<file path="src/inc/igdpc_pkg.sv">
// Purpose: Shared constants for the ignition driver protection control.
// Assumes: 10 MHz system clock; fault sources arrive as synchronous levels.
// Notes:   Filter counts are kept in internal clock periods.
package igdpc_pkg;

  // Clock rate and filter reference
  localparam int unsigned CLK_HZ        = 10_000_000;
  localparam int unsigned FILT_CLK_HZ   = 2_000_000;
  localparam int unsigned CMD_FILT_PER  = 32;
  localparam int unsigned DIS_FILT_PER  = 32;
  localparam int unsigned FLAG_FILT_PER = 16;
  // Filter lengths in system clock cycles
  localparam int unsigned CMD_FILT_CYC  =
    (CMD_FILT_PER * (CLK_HZ / FILT_CLK_HZ) < 1) ? 1 :
    CMD_FILT_PER * (CLK_HZ / FILT_CLK_HZ);
  localparam int unsigned DIS_FILT_CYC  =
    (DIS_FILT_PER * (CLK_HZ / FILT_CLK_HZ) < 1) ? 1 :
    DIS_FILT_PER * (CLK_HZ / FILT_CLK_HZ);
  localparam int unsigned FLAG_FILT_CYC =
    (FLAG_FILT_PER * (CLK_HZ / FILT_CLK_HZ) < 1) ? 1 :
    FLAG_FILT_PER * (CLK_HZ / FILT_CLK_HZ);

  // Supply overvoltage qualification time
  localparam int unsigned SUPPLY_QUAL_US  = 220;
  localparam int unsigned SUPPLY_QUAL_CYC =
    (SUPPLY_QUAL_US * (CLK_HZ / 1_000_000) < 1) ? 1 :
    SUPPLY_QUAL_US * (CLK_HZ / 1_000_000);

  // Reset values of the filtered pins
  localparam logic CMD_RESET_LEVEL = 1'b0;
  localparam logic DIS_RESET_LEVEL = 1'b1;

  typedef enum logic [1:0] {
    IGDPC_OFF,
    IGDPC_ON,
    IGDPC_SHUTDOWN,
    IGDPC_LOCKED
  } igdpc_state_t;

endpackage : igdpc_pkg

</file>
<file path="src/igdpc_control.sv">
// Purpose: Switching and protection control of an ignition coil driver.
// Assumes: Fault inputs and coil current compare are synchronous levels.
// Notes:   Analog clamp and discharge are driven by the outputs here.
// What this block does
// - Enabled, command rise turns stage on, command fall turns it off.
// - Any fault starts soft shutdown.
// - Disable rising while command high is a disable-while-on fault.
// - Rising disable is latched and shutdown runs to full discharge.
// - After disable, restart needs disable low then fresh command rise.
// - Undriven disable pin reads as disabled.
// - Thermal shutdown discharges only while command high, until zero.
// - Command transition during shutdown releases the low clamp at once.
// - Thermal trip keeps stage off until hysteresis recovery.
// - Flag falls after filter on command high, rises at threshold.
// - Flag output is open drain, pulls low or releases.
// - Undriven command pin reads as low.
// - Command overvoltage discharges only while it is detected.
// - After command overvoltage clears, high command turns on again.
// - Supply overvoltage held past qualification forces full discharge.
// - After supply overvoltage, off until recovered and fresh rise.
// - Flag filtered 16 periods, command and disable 32 periods.
`timescale 1ns/1ps
module igdpc_control
  import igdpc_pkg::*;
#(
  parameter int unsigned CMD_LEN    = CMD_FILT_CYC,
  parameter int unsigned DIS_LEN    = DIS_FILT_CYC,
  parameter int unsigned FLAG_LEN   = FLAG_FILT_CYC,
  parameter int unsigned SUPPLY_LEN = SUPPLY_QUAL_CYC
) (
  input  wire logic clock,
  input  wire logic reset_n,
  input  wire logic commandPin,
  input  wire logic commandPinDriven,
  input  wire logic disablePin,
  input  wire logic disablePinDriven,
  input  wire logic thermalTrip,
  input  wire logic commandOvervoltage,
  input  wire logic bondLoss,
  input  wire logic supplyTripLevel,
  input  wire logic coilCurrentZero,
  input  wire logic coilAtThreshold,
  output logic      stageOn,
  output logic      softShutdown,
  output logic      lowVoltageClamp,
  output logic      flagIn,
  output logic      flagOut,
  output logic      flagOe
);

  igdpc_state_t state_reg;
  igdpc_state_t state_next;

  logic        cmdRaw;
  logic        disRaw;
  logic        cmdLvl;
  logic        disLvl;
  logic        cmdPrev_reg;
  logic        disPrev_reg;
  logic        cmdRise;
  logic        cmdFall;
  logic        disRise;
  logic        disLatch_reg;
  logic        thermLatch_reg;
  logic        supplyLatch_reg;
  logic        supplyHigh;
  logic        ssdThermal_reg;
  logic        clampRelease_reg;
  logic        flagLow_reg;
  logic [15:0] supplyCnt_reg;
  logic [15:0] flagCnt_reg;
  logic        shutdownCause;
  logic        holdCause;
  logic        dischargeRun;
  logic        ssdCmdOv_reg;
  logic        flagArm_reg;

  // Floating pins resolve to safe levels
  assign cmdRaw = commandPinDriven ? commandPin : 1'b0;
  assign disRaw = disablePinDriven ? disablePin : 1'b1;

  igdpc_filter #(
    .LEN       (CMD_LEN),
    .RESET_LVL (CMD_RESET_LEVEL)
  ) u_cmd_filter (
    .clock    (clock),
    .reset_n  (reset_n),
    .pinIn    (cmdRaw),
    .levelOut (cmdLvl)
  );

  igdpc_filter #(
    .LEN       (DIS_LEN),
    .RESET_LVL (DIS_RESET_LEVEL)
  ) u_dis_filter (
    .clock    (clock),
    .reset_n  (reset_n),
    .pinIn    (disRaw),
    .levelOut (disLvl)
  );

  // Edge detection on filtered levels
  always_ff @(posedge clock or negedge reset_n) begin
    if (!reset_n) begin
      cmdPrev_reg <= CMD_RESET_LEVEL;
      disPrev_reg <= DIS_RESET_LEVEL;
    end else begin
      cmdPrev_reg <= cmdLvl;
      disPrev_reg <= disLvl;
    end
  end

  assign cmdRise = cmdLvl & ~cmdPrev_reg;
  assign cmdFall = ~cmdLvl & cmdPrev_reg;
  assign disRise = disLvl & ~disPrev_reg;

  // Supply overvoltage qualification
  always_ff @(posedge clock or negedge reset_n) begin
    if (!reset_n) begin
      supplyCnt_reg <= '0;
    end else if (!supplyTripLevel) begin
      supplyCnt_reg <= '0;
    end else if (supplyCnt_reg != 16'(SUPPLY_LEN)) begin
      supplyCnt_reg <= supplyCnt_reg + 16'h0001;
    end
  end

  assign supplyHigh = (supplyCnt_reg == 16'(SUPPLY_LEN));

  // Disable event latch, cleared once pin low and fresh rise seen
  always_ff @(posedge clock or negedge reset_n) begin
    if (!reset_n) begin
      disLatch_reg <= 1'b1;
    end else if (disRise || (disLvl && state_reg == IGDPC_ON)) begin
      disLatch_reg <= 1'b1;
    end else if (!disLvl && cmdRise) begin
      disLatch_reg <= 1'b0;
    end
  end

  // Thermal latch with hysteresis given by the trip input level
  always_ff @(posedge clock or negedge reset_n) begin
    if (!reset_n) begin
      thermLatch_reg <= 1'b0;
    end else begin
      thermLatch_reg <= thermalTrip;
    end
  end

  // Supply overvoltage latch, needs recovery and fresh command rise
  always_ff @(posedge clock or negedge reset_n) begin
    if (!reset_n) begin
      supplyLatch_reg <= 1'b0;
    end else if (supplyHigh) begin
      supplyLatch_reg <= 1'b1;
    end else if (!supplyTripLevel && cmdRise) begin
      supplyLatch_reg <= 1'b0;
    end
  end

  // Any fault that ends an on phase by soft shutdown
  assign shutdownCause = thermalTrip | commandOvervoltage | bondLoss |
                         supplyHigh | (disLvl & cmdLvl);
  // Faults that block turn-on; disable and supply latches are cleared
  // by the very command rise they wait for, so that rise may turn on
  assign holdCause = disLvl | thermLatch_reg | commandOvervoltage | bondLoss |
                     (supplyLatch_reg & supplyTripLevel) | supplyHigh;

  // Shutdown continuation per cause
  always_comb begin
    if (ssdThermal_reg) begin
      dischargeRun = cmdLvl;
    end else if (ssdCmdOv_reg) begin
      dischargeRun = commandOvervoltage;
    end else begin
      dischargeRun = 1'b1;
    end
  end

  always_comb begin
    state_next = state_reg;
    case (state_reg)
      IGDPC_OFF: begin
        if (cmdRise && !holdCause && !cmdFall) begin
          state_next = IGDPC_ON;
        end else if (cmdLvl && !holdCause && !disLatch_reg &&
                     !supplyLatch_reg && !thermLatch_reg &&
                     commandOvervoltage == 1'b0 &&
                     cmdPrev_reg && state_reg == IGDPC_LOCKED) begin
          state_next = IGDPC_ON;
        end
      end
      IGDPC_ON: begin
        if (shutdownCause) begin
          state_next = IGDPC_SHUTDOWN;
        end else if (cmdFall) begin
          state_next = IGDPC_OFF;
        end
      end
      IGDPC_SHUTDOWN: begin
        if (coilCurrentZero || clampRelease_reg) begin
          state_next = IGDPC_LOCKED;
        end else if (!commandOvervoltage && !ssdThermal_reg &&
                     !disLatch_reg && !supplyLatch_reg && !bondLoss &&
                     !thermalTrip && cmdLvl) begin
          state_next = IGDPC_ON;
        end else if (!dischargeRun) begin
          state_next = IGDPC_LOCKED;
        end
      end
      IGDPC_LOCKED: begin
        if (!holdCause && cmdRise) begin
          state_next = IGDPC_ON;
        end else if (!holdCause && cmdLvl && !disLatch_reg &&
                     !supplyLatch_reg) begin
          state_next = IGDPC_ON;
        end else if (!cmdLvl) begin
          state_next = IGDPC_OFF;
        end
      end
      default: state_next = IGDPC_OFF;
    endcase
  end

  always_ff @(posedge clock or negedge reset_n) begin
    if (!reset_n) begin
      state_reg <= IGDPC_OFF;
    end else begin
      state_reg <= state_next;
    end
  end

  // Remember thermal as the shutdown cause
  always_ff @(posedge clock or negedge reset_n) begin
    if (!reset_n) begin
      ssdThermal_reg <= 1'b0;
    end else if (state_reg == IGDPC_ON && state_next == IGDPC_SHUTDOWN) begin
      ssdThermal_reg <= thermalTrip;
    end else if (state_reg != IGDPC_SHUTDOWN) begin
      ssdThermal_reg <= 1'b0;
    end
  end

  // Remember command overvoltage as the only shutdown cause
  always_ff @(posedge clock or negedge reset_n) begin
    if (!reset_n) begin
      ssdCmdOv_reg <= 1'b0;
    end else if (state_reg == IGDPC_ON && state_next == IGDPC_SHUTDOWN) begin
      ssdCmdOv_reg <= commandOvervoltage && !thermalTrip && !bondLoss &&
                      !supplyHigh && !(disLvl && cmdLvl);
    end else if (state_reg != IGDPC_SHUTDOWN) begin
      ssdCmdOv_reg <= 1'b0;
    end
  end

  // Command transition during shutdown releases the clamp
  always_ff @(posedge clock or negedge reset_n) begin
    if (!reset_n) begin
      clampRelease_reg <= 1'b0;
    end else if (state_reg == IGDPC_SHUTDOWN && (cmdRise || cmdFall)) begin
      clampRelease_reg <= 1'b1;
    end else if (state_reg != IGDPC_SHUTDOWN) begin
      clampRelease_reg <= 1'b0;
    end
  end

  // Current flag: low after filter once command high, high at threshold
  always_ff @(posedge clock or negedge reset_n) begin
    if (!reset_n) begin
      flagCnt_reg <= '0;
      flagLow_reg <= 1'b0;
    end else if (coilAtThreshold || !cmdLvl || !(flagArm_reg || cmdRise)) begin
      flagCnt_reg <= '0;
      flagLow_reg <= 1'b0;
    end else if (flagCnt_reg == 16'(FLAG_LEN - 1)) begin
      flagLow_reg <= 1'b1;
    end else if (!flagLow_reg) begin
      flagCnt_reg <= flagCnt_reg + 16'h0001;
    end
  end

  // Flag cycle armed by a command rise, ended at threshold or command low
  always_ff @(posedge clock or negedge reset_n) begin
    if (!reset_n) begin
      flagArm_reg <= 1'b0;
    end else if (coilAtThreshold || !cmdLvl) begin
      flagArm_reg <= 1'b0;
    end else if (cmdRise) begin
      flagArm_reg <= 1'b1;
    end
  end

  // Open drain flag: drive low only
  assign flagOut = 1'b0;
  assign flagOe  = flagLow_reg;

  // Power stage and clamp outputs
  always_ff @(posedge clock or negedge reset_n) begin
    if (!reset_n) begin
      stageOn         <= 1'b0;
      softShutdown    <= 1'b0;
      lowVoltageClamp <= 1'b0;
    end else begin
      stageOn         <= (state_next == IGDPC_ON);
      softShutdown    <= (state_next == IGDPC_SHUTDOWN);
      lowVoltageClamp <= (state_next == IGDPC_SHUTDOWN) &&
                         !(cmdRise || cmdFall) &&
                         !clampRelease_reg;
    end
  end

  assign flagIn = flagLow_reg;

endmodule : igdpc_control

</file>
<file path="src/igdpc_filter.sv">
// Purpose: Synchroniser and stability filter for one input pin.
// Assumes: Pin level may change at any time.
// Notes:   Output changes only after the input held steady for LEN cycles.
`timescale 1ns/1ps
module igdpc_filter #(
  parameter int unsigned LEN        = 64,
  parameter logic        RESET_LVL  = 1'b0
) (
  input  wire logic clock,
  input  wire logic reset_n,
  input  wire logic pinIn,
  output logic      levelOut
);

  localparam int unsigned CW = $clog2(LEN + 1);

  logic          sync1_reg;
  logic          sync2_reg;
  logic [CW-1:0] count_reg;

  // Two-stage synchroniser
  always_ff @(posedge clock or negedge reset_n) begin
    if (!reset_n) begin
      sync1_reg <= RESET_LVL;
      sync2_reg <= RESET_LVL;
    end else begin
      sync1_reg <= pinIn;
      sync2_reg <= sync1_reg;
    end
  end

  // Stability counter
  always_ff @(posedge clock or negedge reset_n) begin
    if (!reset_n) begin
      count_reg <= '0;
      levelOut  <= RESET_LVL;
    end else if (sync2_reg == levelOut) begin
      count_reg <= '0;
    end else if (count_reg == CW'(LEN - 1)) begin
      count_reg <= '0;
      levelOut  <= sync2_reg;
    end else begin
      count_reg <= count_reg + CW'(1);
    end
  end

endmodule : igdpc_filter

</file>
<file path="config.mk">
export PLATFORM = sky130hd
export DESIGN_NAME = igdpc_control
export DESIGN_NICKNAME = d
export VERILOG_FILES = /design/src/inc/igdpc_pkg.sv /design/src/igdpc_control.sv /design/src/igdpc_filter.sv
export SDC_FILE = /design/constraint.sdc
export NUM_CORES = 1
export LEC_CHECK = 0
export ABC_CLOCK_PERIOD_IN_PS = 1940
export BUFFER_PORTS_ARGS = -buffer_cell sky130_fd_sc_hd__buf_4
export CAP_MARGIN = 10
export CORE_UTILIZATION = 55
export DETAILED_ROUTE_END_ITERATION = 8
export PLACE_DENSITY = 0.75
export SLEW_MARGIN = 20
export SYNTH_ARGS = -nofsm -noshare
export SYNTH_HDL_FRONTEND = slang
export SYNTH_SLANG_ARGS = --single-unit
</file>
<file path="constraint.sdc">
create_clock -name clock -period 1.94 [get_ports clock]
set_input_delay 0.388 -clock clock [delete_from_list [all_inputs] [get_ports clock]]
set_output_delay 0.388 -clock clock [all_outputs]
set_load 0.1 [all_outputs]
</file>
==> flow_summary.ini <==
[logic_synthesis]
async_flop_share = 1.00
synthFlopType = dfrtp_1
ys_seq_area_frac = 0.518
ys_warn_count = 0
synth_edf_count = 0
synth_top_area_cell = dfrtp_1
synthesis.nets = 347
yosys.area.top_type_share = 0.479
ys_types = 45
postSynthCellCount = 328
post_synth.cell_area_avg_sq_um = 10.2
ys_ff_latch = 69
yosysMostFrequentCell = dfrtp_1
syn_area_sq_um = 3350
yosys-top-cells-area = dfrtp_1, xnor2_1, nor2_1, dfstp_2, xor2_1
synth_common_cells = dfrtp_1, nor2_1, xnor2_1, nand2_1, nand3_1

[job]
drv_cap = 0

[detailed_routing]
drc = 0
vias = 2374
ant_nets = 0
vias_per_cell = 5.46
drt_iter0_drc = 218
wirelength_microns = 6120
drt-pass1-iter-count = 5
post_drt_wl_per_cell_microns = 14.1

[placement]
dp_hpwl_microns = 3940
gp_congestion = 0.818
dpl-instance-area_sq_um = 3570
io_buffers = 16

[clocking]
worstSkewPairLatency_ps = 350
cts_root_buffer = clkbuf_8
clock_sinks = 69
cts-htree-levels = 3
clk_path_buf_depth = 2
cts_tree = built
clk_pin_slew_worst_paths_ps = 70
cts_buffers = 9

[global_route]
met3_usage = 0.0594
grt_use_met1 = 0.278
grtUsageMet2 = 0.337
track_usage = 0.215
grt_pass1_vias = 2337
grt_max_degree = 40
grt-ovfl-total = 0
busiest_layer = met2
grt_antenna_before_repair = 0
grt_pass1_wl_microns = 10400

[layout]
final_area_sq_um = 3920
syn_to_final_growth_pct = 17.1
num-nets-final = 374
drive_gt1_frac = 0.167
antenna_cells = 0

[worst_hold_path]
hold_path_class = in2reg

[sta]
period_needed_ps = 1910
max_freq_ghz = 0.524
slew_headroom = 0.603
hold_viol = 0
period_share = 0.984
maxSlewViolCount = 0
whs_ps = 155
final-setup-viol-count = 0
worst_pin_slew_ps = 596
clock_skew_ps = 6.25

[worst_setup_path]
slowest_stage = dfrtp_2
critical_path_class = reg2reg
required_ps = 2220
cp_slowest_stage_delay_ps = 440
start_kind = flop
arrival_ps = 2190
crit_chain = inv_1 > ha_1 > nor3_1 > o21ai_0 > a211oi_1 > a311o_1 > nor2b_1
cp_max_fo = 8
cp-end-kind = flop

[power_and_ir_drop]
p_sw_uw = 1060
power.internal_uw = 2670
sw_frac_of_total = 0.285
clockPowerShare = 0.396
comb_power_share = 0.169
power_density_nw_per_um2 = 954
p_leak_uw = 0.00167
seq_power_share = 0.435
peakVddDrop_v = 0.000794

[die]
pin_count = 18
placementRows = 28
dieArea_sq_um = 6400
die_y_microns = 80.0
initial_utilization = 0.569
die_x_microns = 80.0
coreArea_sq_um = 5890

[status]
outcome = finished, final reports clean
-- area by class of cell --
type	count	area (sq um)
fill	462	1970
sequential	69	1730
multi-input combinational	234	1570
timing repair buffer	25	203
clock buffer	11	151
clock inverter	5	106
tap	75	93.8
inverter	16	60.1
-- critical path: cells and delay by family, from the launching register on --
family          cells  cell delay [ps]
compound gates      3              700
flops               1              440
simple gates        2              370
fa+ha+maj           1              220
buf+inv             1              100
-- per-stage QoR --
stage | setup slack (ps) | instances | utilization | setup TNS, ps | power (uW)
2_1_floorplan | 62.4 | 328 | - | 0 | 2100
3_3_place_gp | 39.5 | 416 | 0.607 | 0 | 2250
5_1_grt | -52.6 | 435 | 0.666 | -65.1 | 3880
3_5_place_dp | -24.4 | 416 | 0.607 | -34.7 | 2260
6_report | 30.2 | 435 | 0.666 | 0 | 3740
4_1_cts | 2.82 | 433 | 0.655 | 0 | 3760
-- what timing repair did --
action | 4_1_cts | 5_1_grt
pin swaps | 0 | 2
cloned | 0 | 1
setup endpoints to repair | 3 | 20
resized for setup | 3 | 8
hold endpoints to repair | 30 | 0
hold buffers | 1 | 0
buffers inserted | 0 | 1
-- power groups by stage --
stage               logic, uW  clock network, uW  registers, uW
floorplan                 256                  0           1840
global placement          601                  0           1650
detailed placement        611                  0           1650
CTS                       618               1520           1620
global route              674               1570           1640
finish                    631               1480           1630
-- layer usage --
layer | up-vias | wire (microns)
met5 | - | 0
met4 | 0 | 129
met3 | 12 | 273
met2 | 56 | 2790
met1 | 1149 | 2930
li1 | 1157 | -
-- cells by family (layout without fill, tap and decap cells) --
logic type                 count (synthesis)  in the layout  share of synthesized area
other                                      1              1                    0.00112
buffers and inverters                     26             57                     0.0344
AOI/OAI and AO/OA                         24             25                     0.0508
DFF                                       69             69                      0.518
muxes                                      3              3                    0.00972
and+or+nand+nor                          156            156                      0.250
adders and majority gates                  7              7                     0.0262
xor gates and xnor gates                  42             42                      0.110
-- cell usage in the layout, fill, tap and decap left out, types with 2 or more instances in the layout --
| cell | count |
|---|---|
| xor2_1 | 14 |
| dfstp_2 | 5 |
| or3_1 | 4 |
| dfrtp_1 | 63 |
| and4_1 | 3 |
| xnor2_1 | 28 |
| nor4_2 | 3 |
| a21boi_0 | 3 |
| bufinv_16 | 3 |
| nand3_1 | 18 |
| clkbuf_8 | 11 |
| nor4_1 | 3 |
| nand4_1 | 7 |
| inv_1 | 16 |
| nand2b_1 | 2 |
| and4b_1 | 2 |
| o21ai_0 | 7 |
| nor2_1 | 45 |
| nor2b_1 | 6 |
| mux2_2 | 2 |
| ha_1 | 7 |
| nand2_1 | 25 |
| and2_1 | 16 |
| o21a_1 | 2 |
| nor3b_1 | 2 |
| buf_4 | 23 |
| nor4b_4 | 3 |
| nor3_1 | 13 |
| and3_1 | 2 |
-- final timing paths --
check / start / end / slack [ps] / depth (start not counted)
min in group asynchronous: reset_n / supplyCnt_reg[7] / 510 / 2
hold reg to reg: u_cmd_filter.sync1_reg / u_cmd_filter.sync2_reg / 350 / 0
setup reg to reg: u_cmd_filter.levelOut / stageOn / 30 / 7
max in group asynchronous: reset_n / u_dis_filter.sync1_reg / 840 / 3
setup / recovery: u_cmd_filter.levelOut / stageOn / 30 / 7
hold / removal: disablePinDriven / u_dis_filter.sync1_reg / 150 / 2
(Power assumes the default switching activity.)
